[src/design/fpc_pkg.sv]
// Shared constants and types for the flash protection command host
`default_nettype none
package fpc_pkg;
  // Timing
  localparam int CLK_MHZ = 25;
  localparam int GAP_NS = 6000;
  localparam int WP_NS = 80;
  localparam int ACC_NS = 120;
  localparam int SYNC_CYC = 2;
  localparam int GAP_CYC = (GAP_NS * CLK_MHZ + 999) / 1000;
  localparam int WP_CYC = (WP_NS * CLK_MHZ + 999) / 1000;
  localparam int RD_CYC = (ACC_NS * CLK_MHZ + 999) / 1000 + SYNC_CYC;
  localparam int GAP_W = 8;
  localparam int CNT_W = 4;
  // Flash bus
  localparam int AW = 24;
  localparam int DW = 16;
  localparam logic [AW-1:0] UA1_B = 24'h000AAA;
  localparam logic [AW-1:0] UA2_B = 24'h000555;
  localparam logic [AW-1:0] UA1_W = 24'h000555;
  localparam logic [AW-1:0] UA2_W = 24'h0002AA;
  localparam logic [AW-1:0] XIT_A = 24'h000555;
  localparam logic [7:0] D_AA = 8'hAA;
  localparam logic [7:0] D_55 = 8'h55;
  localparam logic [7:0] D_PRG = 8'hA0;
  localparam logic [7:0] D_EXIT = 8'h90;
  localparam logic [7:0] D_ZERO = 8'h00;
  localparam logic [7:0] D_CLR1 = 8'h80;
  localparam logic [7:0] D_CLR2 = 8'h30;
  localparam logic [7:0] D_PW1 = 8'h25;
  localparam logic [7:0] D_PW2 = 8'h03;
  localparam logic [7:0] D_PWE = 8'h29;
  localparam logic [3:0] PW_N_B = 4'h8;
  localparam logic [3:0] PW_N_W = 4'h4;
  localparam logic [3:0] PW_OFS = 4'h2;
  // Registers on the software port
  localparam logic [7:0] R_CTRL = 8'h00;
  localparam logic [7:0] R_ADDR = 8'h04;
  localparam logic [7:0] R_DATA = 8'h08;
  localparam logic [7:0] R_PWLO = 8'h0C;
  localparam logic [7:0] R_PWHI = 8'h10;
  localparam logic [7:0] R_CFG = 8'h14;
  localparam logic [7:0] R_STAT = 8'h18;
  localparam logic [7:0] R_RDAT = 8'h1C;
  localparam int CODE_LSB = 8;
  typedef enum logic [3:0] {
    OP_NONE = 4'h0, OP_ENTER = 4'h1, OP_EXIT = 4'h2, OP_PROG = 4'h3,
    OP_READ = 4'h4, OP_CLRALL = 4'h5, OP_EXTPROG = 4'h6, OP_EXTEXIT = 4'h7,
    OP_UNLOCK = 4'h8
  } fpc_op_t;
  typedef enum logic [2:0] {
    ST_IDLE = 3'h0, ST_SETUP = 3'h1, ST_STROBE = 3'h2,
    ST_WPULSE = 3'h3, ST_RWAIT = 3'h4, ST_HOLD = 3'h5
  } fpc_state_t;
  typedef struct packed {
    logic rd;
    logic last;
    logic [AW-1:0] addr;
    logic [DW-1:0] data;
  } fpc_step_t;
endpackage
`default_nettype wire

[src/design/fpc_host.sv]
// Host sequencer for flash block-protection command sets
//
// Decided for this implementation: the register offsets and the strobed register port.
`default_nettype none
module fpc_host (
  // Clock and reset
  input wire logic clk_in,
  input wire logic srst_in,
  // Software port
  input wire logic [7:0] reg_addr_in,
  input wire logic [31:0] reg_wdata_in,
  input wire logic reg_wr_in,
  input wire logic reg_rd_in,
  output logic [31:0] reg_rdata_out,
  // Flash pins
  output logic [fpc_pkg::AW-1:0] fl_addr_out,
  input wire logic [fpc_pkg::DW-1:0] fl_dq_in,
  output logic [fpc_pkg::DW-1:0] fl_dq_out,
  output logic fl_dq_oe_out,
  output logic fl_ce_n_out,
  output logic fl_oe_n_out,
  output logic fl_we_n_out,
  output logic fl_byte_n_out
);
  function automatic fpc_pkg::fpc_step_t fpc_step(input fpc_pkg::fpc_op_t op,
      input logic [3:0] i, input logic bm, input logic [fpc_pkg::AW-1:0] a,
      input logic [15:0] d, input logic [63:0] pw, input logic [7:0] code);
    fpc_pkg::fpc_step_t s;
    logic [3:0] k;
    logic [3:0] n;
    s = '0;
    k = i - fpc_pkg::PW_OFS;
    n = bm ? fpc_pkg::PW_N_B : fpc_pkg::PW_N_W;
    case (op)
      fpc_pkg::OP_ENTER, fpc_pkg::OP_EXTPROG, fpc_pkg::OP_EXTEXIT: begin
        case (i)
          4'h0: begin
            s.addr = bm ? fpc_pkg::UA1_B : fpc_pkg::UA1_W;
            s.data = {8'h00, fpc_pkg::D_AA};
          end
          4'h1: begin
            s.addr = bm ? fpc_pkg::UA2_B : fpc_pkg::UA2_W;
            s.data = {8'h00, fpc_pkg::D_55};
          end
          4'h2: begin
            s.addr = bm ? fpc_pkg::UA1_B : fpc_pkg::UA1_W;
            s.last = (op == fpc_pkg::OP_ENTER);
            if (op == fpc_pkg::OP_ENTER) begin
              s.data = {8'h00, code};
            end else if (op == fpc_pkg::OP_EXTPROG) begin
              s.data = {8'h00, fpc_pkg::D_PRG};
            end else begin
              s.addr = fpc_pkg::XIT_A;
              s.data = {8'h00, fpc_pkg::D_EXIT};
            end
          end
          default: begin
            s.last = 1'b1;
            if (op == fpc_pkg::OP_EXTPROG) begin
              s.addr = a;
              s.data = d;
            end else begin
              s.data = {8'h00, fpc_pkg::D_ZERO};
            end
          end
        endcase
      end
      fpc_pkg::OP_EXIT: begin
        s.data = {8'h00, (i == 4'h0) ? fpc_pkg::D_EXIT : fpc_pkg::D_ZERO};
        s.last = (i != 4'h0);
      end
      fpc_pkg::OP_PROG: begin
        // Serves protection bits, lock bit and one password portion
        s.data = (i == 4'h0) ? {8'h00, fpc_pkg::D_PRG} : d;
        s.addr = (i == 4'h0) ? '0 : a;
        s.last = (i != 4'h0);
      end
      fpc_pkg::OP_READ: begin
        s.rd = 1'b1;
        s.addr = a;
        s.last = 1'b1;
      end
      fpc_pkg::OP_CLRALL: begin
        s.data = {8'h00, (i == 4'h0) ? fpc_pkg::D_CLR1 : fpc_pkg::D_CLR2};
        s.last = (i != 4'h0);
      end
      fpc_pkg::OP_UNLOCK: begin
        if (i == 4'h0) begin
          s.data = {8'h00, fpc_pkg::D_PW1};
        end else if (i == 4'h1) begin
          s.data = {8'h00, fpc_pkg::D_PW2};
        end else if (i == n + fpc_pkg::PW_OFS) begin
          s.data = {8'h00, fpc_pkg::D_PWE};
          s.last = 1'b1;
        end else begin
          s.addr = {20'h00000, k};
          s.data = bm ? {8'h00, pw[{k[2:0], 3'h0} +: 8]} : pw[{k[1:0], 4'h0} +: 16];
        end
      end
      default: s.last = 1'b1;
    endcase
    return s;
  endfunction

  fpc_pkg::fpc_state_t state, next_state;
  fpc_pkg::fpc_op_t op, next_op;
  logic [3:0] idx, next_idx;
  logic [fpc_pkg::CNT_W-1:0] cnt, next_cnt;
  logic [fpc_pkg::GAP_W-1:0] gap, next_gap;
  logic [7:0] code, next_code, mode, next_mode;
  logic mode_on, next_mode_on, refused, next_refused, bm, next_bm;
  logic [fpc_pkg::AW-1:0] areg, next_areg;
  logic [15:0] dreg, next_dreg, rdat, next_rdat;
  logic [63:0] pw, next_pw;
  logic [fpc_pkg::AW-1:0] next_fa;
  logic [15:0] next_fd;
  logic next_doe, next_ce, next_oe, next_we;
  logic [31:0] next_rdata;
  logic [15:0] dq_s1, dq_s2;
  fpc_pkg::fpc_step_t st;
  fpc_pkg::fpc_op_t wop;
  logic busy, go, ctl_wr, wr_ok;

  assign st = fpc_step(op, idx, bm, areg, dreg, pw, code);
  assign wop = fpc_pkg::fpc_op_t'(reg_wdata_in[3:0]);
  assign busy = (state != fpc_pkg::ST_IDLE);
  assign ctl_wr = reg_wr_in && (reg_addr_in == fpc_pkg::R_CTRL);
  assign wr_ok = reg_wr_in && !busy;
  assign go = ctl_wr && !busy && (wop != fpc_pkg::OP_NONE) && (wop <= fpc_pkg::OP_UNLOCK)
      && !((wop == fpc_pkg::OP_UNLOCK) && (gap != '0));

  always_comb begin
    next_state = state;
    next_op = op;
    next_idx = idx;
    next_cnt = cnt;
    next_code = code;
    next_mode = mode;
    next_mode_on = mode_on;
    next_gap = (gap != '0) ? gap - 1'b1 : gap;
    next_fa = fl_addr_out;
    next_fd = fl_dq_out;
    next_doe = fl_dq_oe_out;
    next_ce = fl_ce_n_out;
    next_oe = fl_oe_n_out;
    next_we = fl_we_n_out;
    next_rdat = rdat;
    case (state)
      fpc_pkg::ST_IDLE: begin
        if (go) begin
          next_state = fpc_pkg::ST_SETUP;
          next_op = wop;
          next_idx = '0;
          next_code = reg_wdata_in[fpc_pkg::CODE_LSB +: 8];
        end
      end
      fpc_pkg::ST_SETUP: begin
        next_fa = st.addr;
        next_fd = bm ? {8'h00, st.data[7:0]} : st.data;
        next_doe = !st.rd;
        next_ce = 1'b0;
        next_state = fpc_pkg::ST_STROBE;
      end
      fpc_pkg::ST_STROBE: begin
        if (st.rd) begin
          next_oe = 1'b0;
          next_cnt = fpc_pkg::CNT_W'(fpc_pkg::RD_CYC);
          next_state = fpc_pkg::ST_RWAIT;
        end else begin
          next_we = 1'b0;
          next_cnt = fpc_pkg::CNT_W'(fpc_pkg::WP_CYC);
          next_state = fpc_pkg::ST_WPULSE;
        end
      end
      fpc_pkg::ST_WPULSE: begin
        next_cnt = cnt - 1'b1;
        if (cnt == 4'h1) begin
          next_we = 1'b1;
          next_state = fpc_pkg::ST_HOLD;
        end
      end
      fpc_pkg::ST_RWAIT: begin
        next_cnt = cnt - 1'b1;
        if (cnt == 4'h1) begin
          next_oe = 1'b1;
          next_rdat = bm ? {8'h00, dq_s2[7:0]} : dq_s2;
          next_state = fpc_pkg::ST_HOLD;
        end
      end
      fpc_pkg::ST_HOLD: begin
        next_ce = 1'b1;
        next_doe = 1'b0;
        if (st.last) begin
          next_state = fpc_pkg::ST_IDLE;
          if (op == fpc_pkg::OP_ENTER) begin
            next_mode = code;
            next_mode_on = 1'b1;
          end
          if ((op == fpc_pkg::OP_EXIT) || (op == fpc_pkg::OP_EXTEXIT)) begin
            next_mode_on = 1'b0;
          end
          if (op == fpc_pkg::OP_UNLOCK) begin
            next_gap = fpc_pkg::GAP_W'(fpc_pkg::GAP_CYC);
          end
        end else begin
          next_idx = idx + 1'b1;
          next_state = fpc_pkg::ST_SETUP;
        end
      end
      default: next_state = fpc_pkg::ST_IDLE;
    endcase
  end

  always_comb begin
    next_areg = areg;
    next_dreg = dreg;
    next_pw = pw;
    next_bm = bm;
    next_rdata = 32'h00000000;
    // Refusal set wins over the status-read clear
    next_refused = (reg_wr_in && !go && (busy || ctl_wr)) ? 1'b1 :
        ((reg_rd_in && reg_addr_in == fpc_pkg::R_STAT) ? 1'b0 : refused);
    if (wr_ok) begin
      case (reg_addr_in)
        fpc_pkg::R_ADDR: next_areg = reg_wdata_in[fpc_pkg::AW-1:0];
        fpc_pkg::R_DATA: next_dreg = reg_wdata_in[15:0];
        fpc_pkg::R_PWLO: next_pw[31:0] = reg_wdata_in;
        fpc_pkg::R_PWHI: next_pw[63:32] = reg_wdata_in;
        fpc_pkg::R_CFG: next_bm = reg_wdata_in[0];
        default: next_bm = bm;
      endcase
    end
    if (reg_rd_in) begin
      case (reg_addr_in)
        fpc_pkg::R_ADDR: next_rdata = {8'h00, areg};
        fpc_pkg::R_DATA: next_rdata = {16'h0000, dreg};
        fpc_pkg::R_CFG: next_rdata = {31'h00000000, bm};
        fpc_pkg::R_STAT: next_rdata = {16'h0000, mode, 4'h0, gap != '0, mode_on, refused, busy};
        fpc_pkg::R_RDAT: next_rdata = {16'h0000, rdat};
        default: next_rdata = 32'h00000000;
      endcase
    end
  end

  always_ff @(posedge clk_in) begin
    // Synchroniser: only the second stage feeds logic
    dq_s1 <= fl_dq_in;
    dq_s2 <= dq_s1;
    if (srst_in) begin
      state <= fpc_pkg::ST_IDLE;
      op <= fpc_pkg::OP_NONE;
      idx <= '0;
      cnt <= '0;
      gap <= '0;
      code <= 8'h00;
      mode <= 8'h00;
      mode_on <= 1'b0;
      refused <= 1'b0;
      bm <= 1'b0;
      areg <= '0;
      dreg <= 16'h0000;
      pw <= 64'hFFFFFFFFFFFFFFFF;
      rdat <= 16'h0000;
      reg_rdata_out <= 32'h00000000;
      fl_addr_out <= '0;
      fl_dq_out <= 16'h0000;
      fl_dq_oe_out <= 1'b0;
      fl_ce_n_out <= 1'b1;
      fl_oe_n_out <= 1'b1;
      fl_we_n_out <= 1'b1;
      fl_byte_n_out <= 1'b1;
    end else begin
      state <= next_state;
      op <= next_op;
      idx <= next_idx;
      cnt <= next_cnt;
      gap <= next_gap;
      code <= next_code;
      mode <= next_mode;
      mode_on <= next_mode_on;
      refused <= next_refused;
      bm <= next_bm;
      areg <= next_areg;
      dreg <= next_dreg;
      pw <= next_pw;
      rdat <= next_rdat;
      reg_rdata_out <= next_rdata;
      fl_addr_out <= next_fa;
      fl_dq_out <= next_fd;
      fl_dq_oe_out <= next_doe;
      fl_ce_n_out <= next_ce;
      fl_oe_n_out <= next_oe;
      fl_we_n_out <= next_we;
      fl_byte_n_out <= !next_bm;
    end
  end
endmodule // fpc_host
`default_nettype wire

[config.mk]
export PLATFORM = sky130hd
export DESIGN_NAME = fpc_host
export DESIGN_NICKNAME = d
export VERILOG_FILES = /design/src/design/fpc_pkg.sv /design/src/design/fpc_host.sv
export SDC_FILE = /design/constraint.sdc
export NUM_CORES = 1
export LEC_CHECK = 0
export CORE_MARGIN = 2
export CORE_UTILIZATION = 35
export DETAILED_ROUTE_END_ITERATION = 8
export DONT_BUFFER_PORTS = 1
export PLACE_DENSITY = 0.53
export SLEW_MARGIN = 15
export SYNTH_ARGS = -nofsm -noshare
export SYNTH_HDL_FRONTEND = slang
export SYNTH_SLANG_ARGS = --single-unit
[constraint.sdc]
create_clock -name clk_in -period 4.5 [get_ports clk_in]
set_clock_uncertainty 0.05 [all_clocks]
set_input_delay 0.225 -clock clk_in [delete_from_list [all_inputs] [get_ports clk_in]]
set_output_delay 0.225 -clock clk_in [all_outputs]
set_load 0.05 [all_outputs]
==> results of run 1 <==
-- registers in the layout, summed over array words and instances (netlist names), 16 cells and up --
| register | flops |
|---|---|
| areg | 24 |
| reg_rdata_out | 24 |
| dq_s2 | 16 |
| fl_dq_out | 16 |
| rdat | 16 |
| dreg | 16 |
| pw | 64 |
| fl_addr_out | 24 |
| dq_s1 | 16 |
-- worst reg2reg max path, stage by stage (launching register included) --
cell,delay (ps)
dfxtp_2,320
buf_4,440
ha_1,420
nor3b_1,530
a211oi_1,90
o21a_1,280
nor4_1,620
mux2i_1,260
nor3_1,50
-- cell usage in the layout (no fill, tap or decap), drive strengths merged, types with 9 or more instances in the layout --
cell type	n
a22o	19
a21oi	116
inv	18
nand3	9
nor2b	9
nor2	83
nand2b	11
a31oi	16
a22oi	38
dfxtp	263
nand3b	72
o21ai	26
buf	20
nor3	36
nand2	269
mux4	32
and3	19
dlygate4sd3	50
ha	10
mux2i	29
clkbuf	34
-- cells by family after synthesis --
logic type      share of synthesized area, %
fa+ha+maj                               1.09
simple gates                            23.3
buf+inv                                 4.51
xor+xnor                               0.689
flops                                   46.0
compound gates                          15.3
other cells                           0.0328
mux                                     9.03
-- worst max-delay path by stage --
stage / start / end / slack [ps] / cells after the start
final: idx[0] / idx[1] / 1280 / 8
after global routing: idx[0] / idx[1] / 940 / 8
after CTS: idx[0] / idx[1] / 1290 / 8
after floorplan: idx[1] / fl_addr_out[13] / 960 / 13
after detailed placement: idx[0] / idx[1] / 1330 / 8
after global placement: op[0] / fl_addr_out[6] / 1400 / 6
-- per-layer routing --
layer	global-route usage, %	wire, um	share of wire (%)
met1	31.6	18000	46
met2	34.4	17000	43
met3	4.42	2850	7.3
met4	7.21	1330	3.4
met5	0	0	0
-- where the power goes --
part | leakage (nW) | internal [mW] | switching [mW]
registers | 2.14 | 2.38 | 0.0411
clock network | 0.513 | 1.67 | 1.01
logic | 2.16 | 0.156 | 0.190
total | 4.81 | 4.21 | 1.24
-- cell type report --
cell class	instances	area share, %
repair buffers	70	5.02
flip-flops and latches	263	39.4
multi-input cells	913	42.8
well taps	442	4.14
clock buffers	34	5.65
clock inverters	20	2.48
inverters	15	0.422
==> results.py, run 1 <==
metrics = {
    "status": {
        "status": "finished, final reports clean",
    },
    "timing": {
        "finalCritPeriodShare_pct": 71.5,
        "rsz0062_at_grt": "no",
        "final-setup-viol-count": 0,
        "fin_crit_ps": 3220,
        "fmax_ghz": 0.311,
        "timing.hold.ws_ps": 41.8,
        "setup_ws_ps": 1280,
        "worstMarginPinSlew_ps": 1130,
        "slew-limit-headroom_pct": 24.5,
        "slew_violations": 0,
        "finalHoldViolations": 0,
        "final.setup.tns_ps": 0,
    },
    "routing": {
        "dr.pass1.iters": 5,
        "dr.first_iter.drc_count": 826,
        "postRouteAntennaNets": 0,
        "routed_wl_um": 39100,
        "routedWlPerCell_um": 22.3,
        "viasPerCell": 5.50,
        "vias": 9662,
        "route.detailed.drc": 0,
    },
    "yosys": {
        "syn_avg_cell_area_sq_um": 8.90,
        "synth_cell_types": 74,
        "synth_top_area_share_pct": 46.0,
        "synthCells": 1285,
        "synth_area_leaders": "dfxtp_1 (46%), nand2_1 (8.8%), mux4_2 (6.3%)",
        "synth.most_common_cell": "nand2_1",
        "synth_edf_count": 0,
        "ys_warn_count": 0,
        "syn-cell-area_sq_um": 11400,
        "yosysTopAreaCell": "dfxtp_1",
        "ys.flop_type": "dfxtp_1",
        "synth-seq-area-share_pct": 46.0,
        "synth_common_cells": "nand2_1 (269), dfxtp_1 (263), a21oi_1 (116), nor2_1 (82), clkbuf_1 (79)",
        "synth_seq_cells": 263,
        "synthArstFlopShare_pct": 0,
    },
    "worst_setup_path": {
        "crit_type": "register to register",
        "reg2reg_depth": 8,
        "critical-path-top-delay-family": "simple AND/OR/NAND/NOR gates",
        "end_kind": "register",
        "r2r_setup_slack_ps": 1280,
        "critical_path.slowest_cell": "nor4_1",
        "crit_chain": "buf_4 -> ha_1 -> nor3b_1 -> a211oi_1 -> o21a_1 -> nor4_1 -> mux2i_1 -> nor3_1",
        "worst-path-buf-inv": 1,
        "crit_fanout": 35,
        "timing.rr.start": "idx[0]",
        "required_ps": 4860,
        "r2r-end": "idx[1]",
        "slowest_delay_ps": 620,
        "start_kind": "register",
        "arrival_ps": 3570,
    },
    "clock_network": {
        "clk_pin_slew_ps": 60,
        "htree_num_levels": 1,
        "clock_latency_ps": 550,
        "clock-sinks": 263,
        "post-cts-setup-buffers": 0,
        "post_cts_resized": 0,
        "cts_buffers": 29,
        "tritoncts": "built",
        "cts_hold_buffers": 51,
        "cts_max_path_buffers": 3,
        "root_buffer": "clkbuf_16",
    },
    "min_path": {
        "hold_path_depth": 4,
        "hold_end": "op[3]",
        "worstHoldStart": "reg_addr_in[2]",
        "hold_path_class": "input pin to register",
    },
    "power_and_ir_drop": {
        "powerDensity_nw_per_um2": 408,
        "p_total_mw": 5.45,
        "peakVddDrop_uv": 270,
        "p_leak_nw": 4.81,
    },
    "global_routing": {
        "grt_pass1_vias": 9079,
        "grt_max_degree": 188,
        "grt_use_total_pct": 22.4,
        "antenna_found_initial": 0,
        "grt_remaining_overflow": 0,
        "grt_pass1_wl_um": 58100,
    },
    "run": {
        "maxCapViolCount": 0,
    },
    "cells_and_area": {
        "multi_input_area_sq_um": 5720,
        "drive_gt1_share_pct": 9.89,
        "syn_to_final_growth_pct": 16.7,
        "fill_cells": 3273,
        "nets": 1362,
        "ff_latch_area_sq_um": 5270,
        "final_util_pct": 41.2,
        "final_cells": 1757,
        "final_area_sq_um": 13400,
        "n_antenna_cell": 0,
    },
    "place": {
        "dp_hpwl_um": 27200,
        "dpl.cell_count": 1652,
        "io_buffers": 0,
        "place_area_sq_um": 11700,
        "gp_congestion": 0.925,
        "dpl_worst_slack_ps": 1330,
    },
    "die": {
        "rows": 66,
        "core_area_sq_um": 32400,
        "dieArea_sq_um": 34200,
        "io-pin-count": 137,
        "die_height_um": 185,
        "start_util_pct": 35.3,
        "die_w_um": 185,
    },
}
No activity file was read; power rests on OpenSTA's default activity.
==> run 2: changes to the inputs <==
==> constraint.sdc (replaced) <==
create_clock -name clk_in -period 3.29 [get_ports clk_in]
set_clock_uncertainty 0.05 [all_clocks]
set_input_delay 0.1645 -clock clk_in [delete_from_list [all_inputs] [get_ports clk_in]]
set_output_delay 0.1645 -clock clk_in [all_outputs]
set_load 0.05 [all_outputs]
==> results.py, run 2 (synthesis gave the netlist of run 1 again) <==
metrics = {
    "status": {
        "status": "finished, violations left",
        "violations": "hold timing",
    },
    "global_routing": {
        "grt_remaining_overflow": 0,
        "grt_pass1_vias": 9271,
        "grt_use_total_pct": 23.1,
        "grt_pass1_wl_um": 60200,
        "grt_max_degree": 188,
        "antenna_found_initial": 4,
    },
    "routing": {
        "routedWlPerCell_um": 22.3,
        "route.detailed.drc": 0,
        "vias": 9861,
        "dr.first_iter.drc_count": 929,
        "routed_wl_um": 40100,
        "postRouteAntennaNets": 0,
        "viasPerCell": 5.50,
        "dr.pass1.iters": 5,
    },
    "clock_network": {
        "htree_num_levels": 1,
        "cts_max_path_buffers": 3,
        "root_buffer": "clkbuf_16",
        "cts_buffers": 29,
        "clock-sinks": 263,
        "clk_pin_slew_ps": 60,
        "tritoncts": "built",
        "clock_latency_ps": 550,
    },
    "cells_and_area": {
        "drive_gt1_share_pct": 11.6,
        "syn_to_final_growth_pct": 18.6,
        "nets": 1397,
        "layout_commonest_cell": "nand2_1",
        "regMostFlops": "pw",
        "largest_reg_flops": 64,
        "final_cell_mix": "nand2_1 (269), dfxtp_1 (262), a21oi_1 (116), nor2_1 (81), nand3b_1 (72)",
    },
    "die": {
        "die_height_um": 185,
        "start_util_pct": 35.3,
        "rows": 66,
        "core_area_sq_um": 32400,
        "die_w_um": 185,
        "io-pin-count": 137,
        "dieArea_sq_um": 34200,
    },
    "timing": {
        "rsz0062_at_grt": "no",
        "fin_crit_ps": 3160,
        "fmax_ghz": 0.317,
        "worstMarginPinSlew_ps": 939,
        "final-setup-viol-count": 0,
        "final.setup.tns_ps": 0,
        "timing.hold.ws_ps": -32.5,
        "slew-limit-headroom_pct": 37.2,
        "finalHoldViolations": 5,
        "slew_violations": 0,
        "finalCritPeriodShare_pct": 96.0,
    },
    "worst_setup_path": {
        "r2r-end": "op[3]",
        "reg2reg_depth": 7,
        "arrival_ps": 3590,
        "end_kind": "register",
        "r2r_setup_slack_ps": 130,
        "start_kind": "register",
        "timing.rr.start": "gap[2]",
        "crit_fanout": 7,
        "crit_type": "register to register",
        "required_ps": 3720,
    },
    "power_and_ir_drop": {
        "peakVddDrop_uv": 407,
        "p_leak_nw": 4.97,
        "powerDensity_nw_per_um2": 537,
    },
    "min_path": {
        "hold_path_depth": 2,
        "hold_path_class": "input pin to register",
        "hold_end": "refused",
        "worstHoldStart": "srst_in",
    },
    "place": {
        "io_buffers": 0,
        "dp_hpwl_um": 27900,
        "gp_congestion": 0.991,
    },
    "run": {
        "maxCapViolCount": 0,
    },
}
run 2: changes by cell type in the layout (fill, tap and decap cells not counted), sizes merged:
cell	change
buf	+30
clkbuf	+5
bufinv	-3
inv	-3
clkinv	+2
diode	+2
clkinvlp	-2
dlygate4sd3	+5
run 2: routing by layer:
metal / vias up / global-route usage (%) / wire [um]
li1: 4632 / - / -
met1: 4832 / 33.3 / 18900
met2: 338 / 35.7 / 17600
met3: 57 / 3.87 / 2420
met4: 2 / 6.25 / 1050
met5: - / 0 / 7
run 2: final cells by class:
cell class / count / area (sq um)
antenna: 2 / 5.00
clock buffer: 39 / 813
clock inverter: 14 / 210
fill: 3262 / 18800
inverter: 15 / 56.3
multi-input combinational: 913 / 5720
sequential: 263 / 5270
tap: 442 / 553
timing repair buffer: 105 / 946
run 2: power by group:
part	internal, mW	switching [mW]	total [mW]	leakage (nW)
sequential	3.25	0.0552	3.31	2.14
clock	2.12	1.35	3.48	0.495
combinational	0.239	0.264	0.503	2.34
run 2: per-stage QoR:
| stage | cells | setup slack (ps) | util (%) | power [mW] | area [sq um] |
|---|---|---|---|---|---|
| 2_1_floorplan | 1292 | 51.1 | - | 3.72 | 11500 |
| 3_3_place_gp | 1680 | 332 | 36.9 | 3.73 | 11900 |
| 3_5_place_dp | 1680 | 370 | 36.9 | 3.73 | 11900 |
| 4_1_cts | 1789 | 106 | 41.8 | 7.33 | 13500 |
| 5_1_grt | 1791 | 0.789 | 41.9 | 7.54 | 13600 |
| 6_report | 1793 | 132 | 41.9 | 7.29 | 13600 |
run 2: critical path, stage by stage (launching register included):
cell           delay [ps]
dfxtp_1               340
or4_4                 550
or4b_4                590
nor3_1                200
o21ai_0                80
dlygate4sd3_1         580
a21oi_1               120
dlygate4sd3_1         570
run 2: worst max path at each step:
| stage | startpoint | end | slack [ps] | cells past startpoint |
|---|---|---|---|---|
| 3_5_place_dp | op[0] | fl_addr_out[2] | 370 | 6 |
| 2_1_floorplan | idx[0] | fl_addr_out[13] | 50 | 13 |
| 3_3_place_gp | op[0] | fl_addr_out[2] | 330 | 6 |
| 6_report | gap[2] | op[3] | 130 | 7 |
| 5_1_grt | gap[2] | op[3] | 0.8 | 7 |
| 4_1_cts | state[2] | op[3] | 110 | 8 |
run 2: what timing repair did:
| action | in CTS | in global routing |
|---|---|---|
| endpoints found under the hold margin | 209 | 0 |
| gates resized for setup | 0 | 1 |
| buffers inserted | 0 | 2 |
| setup endpoints to repair | 0 | 1 |
| hold buffers | 56 | 0 |
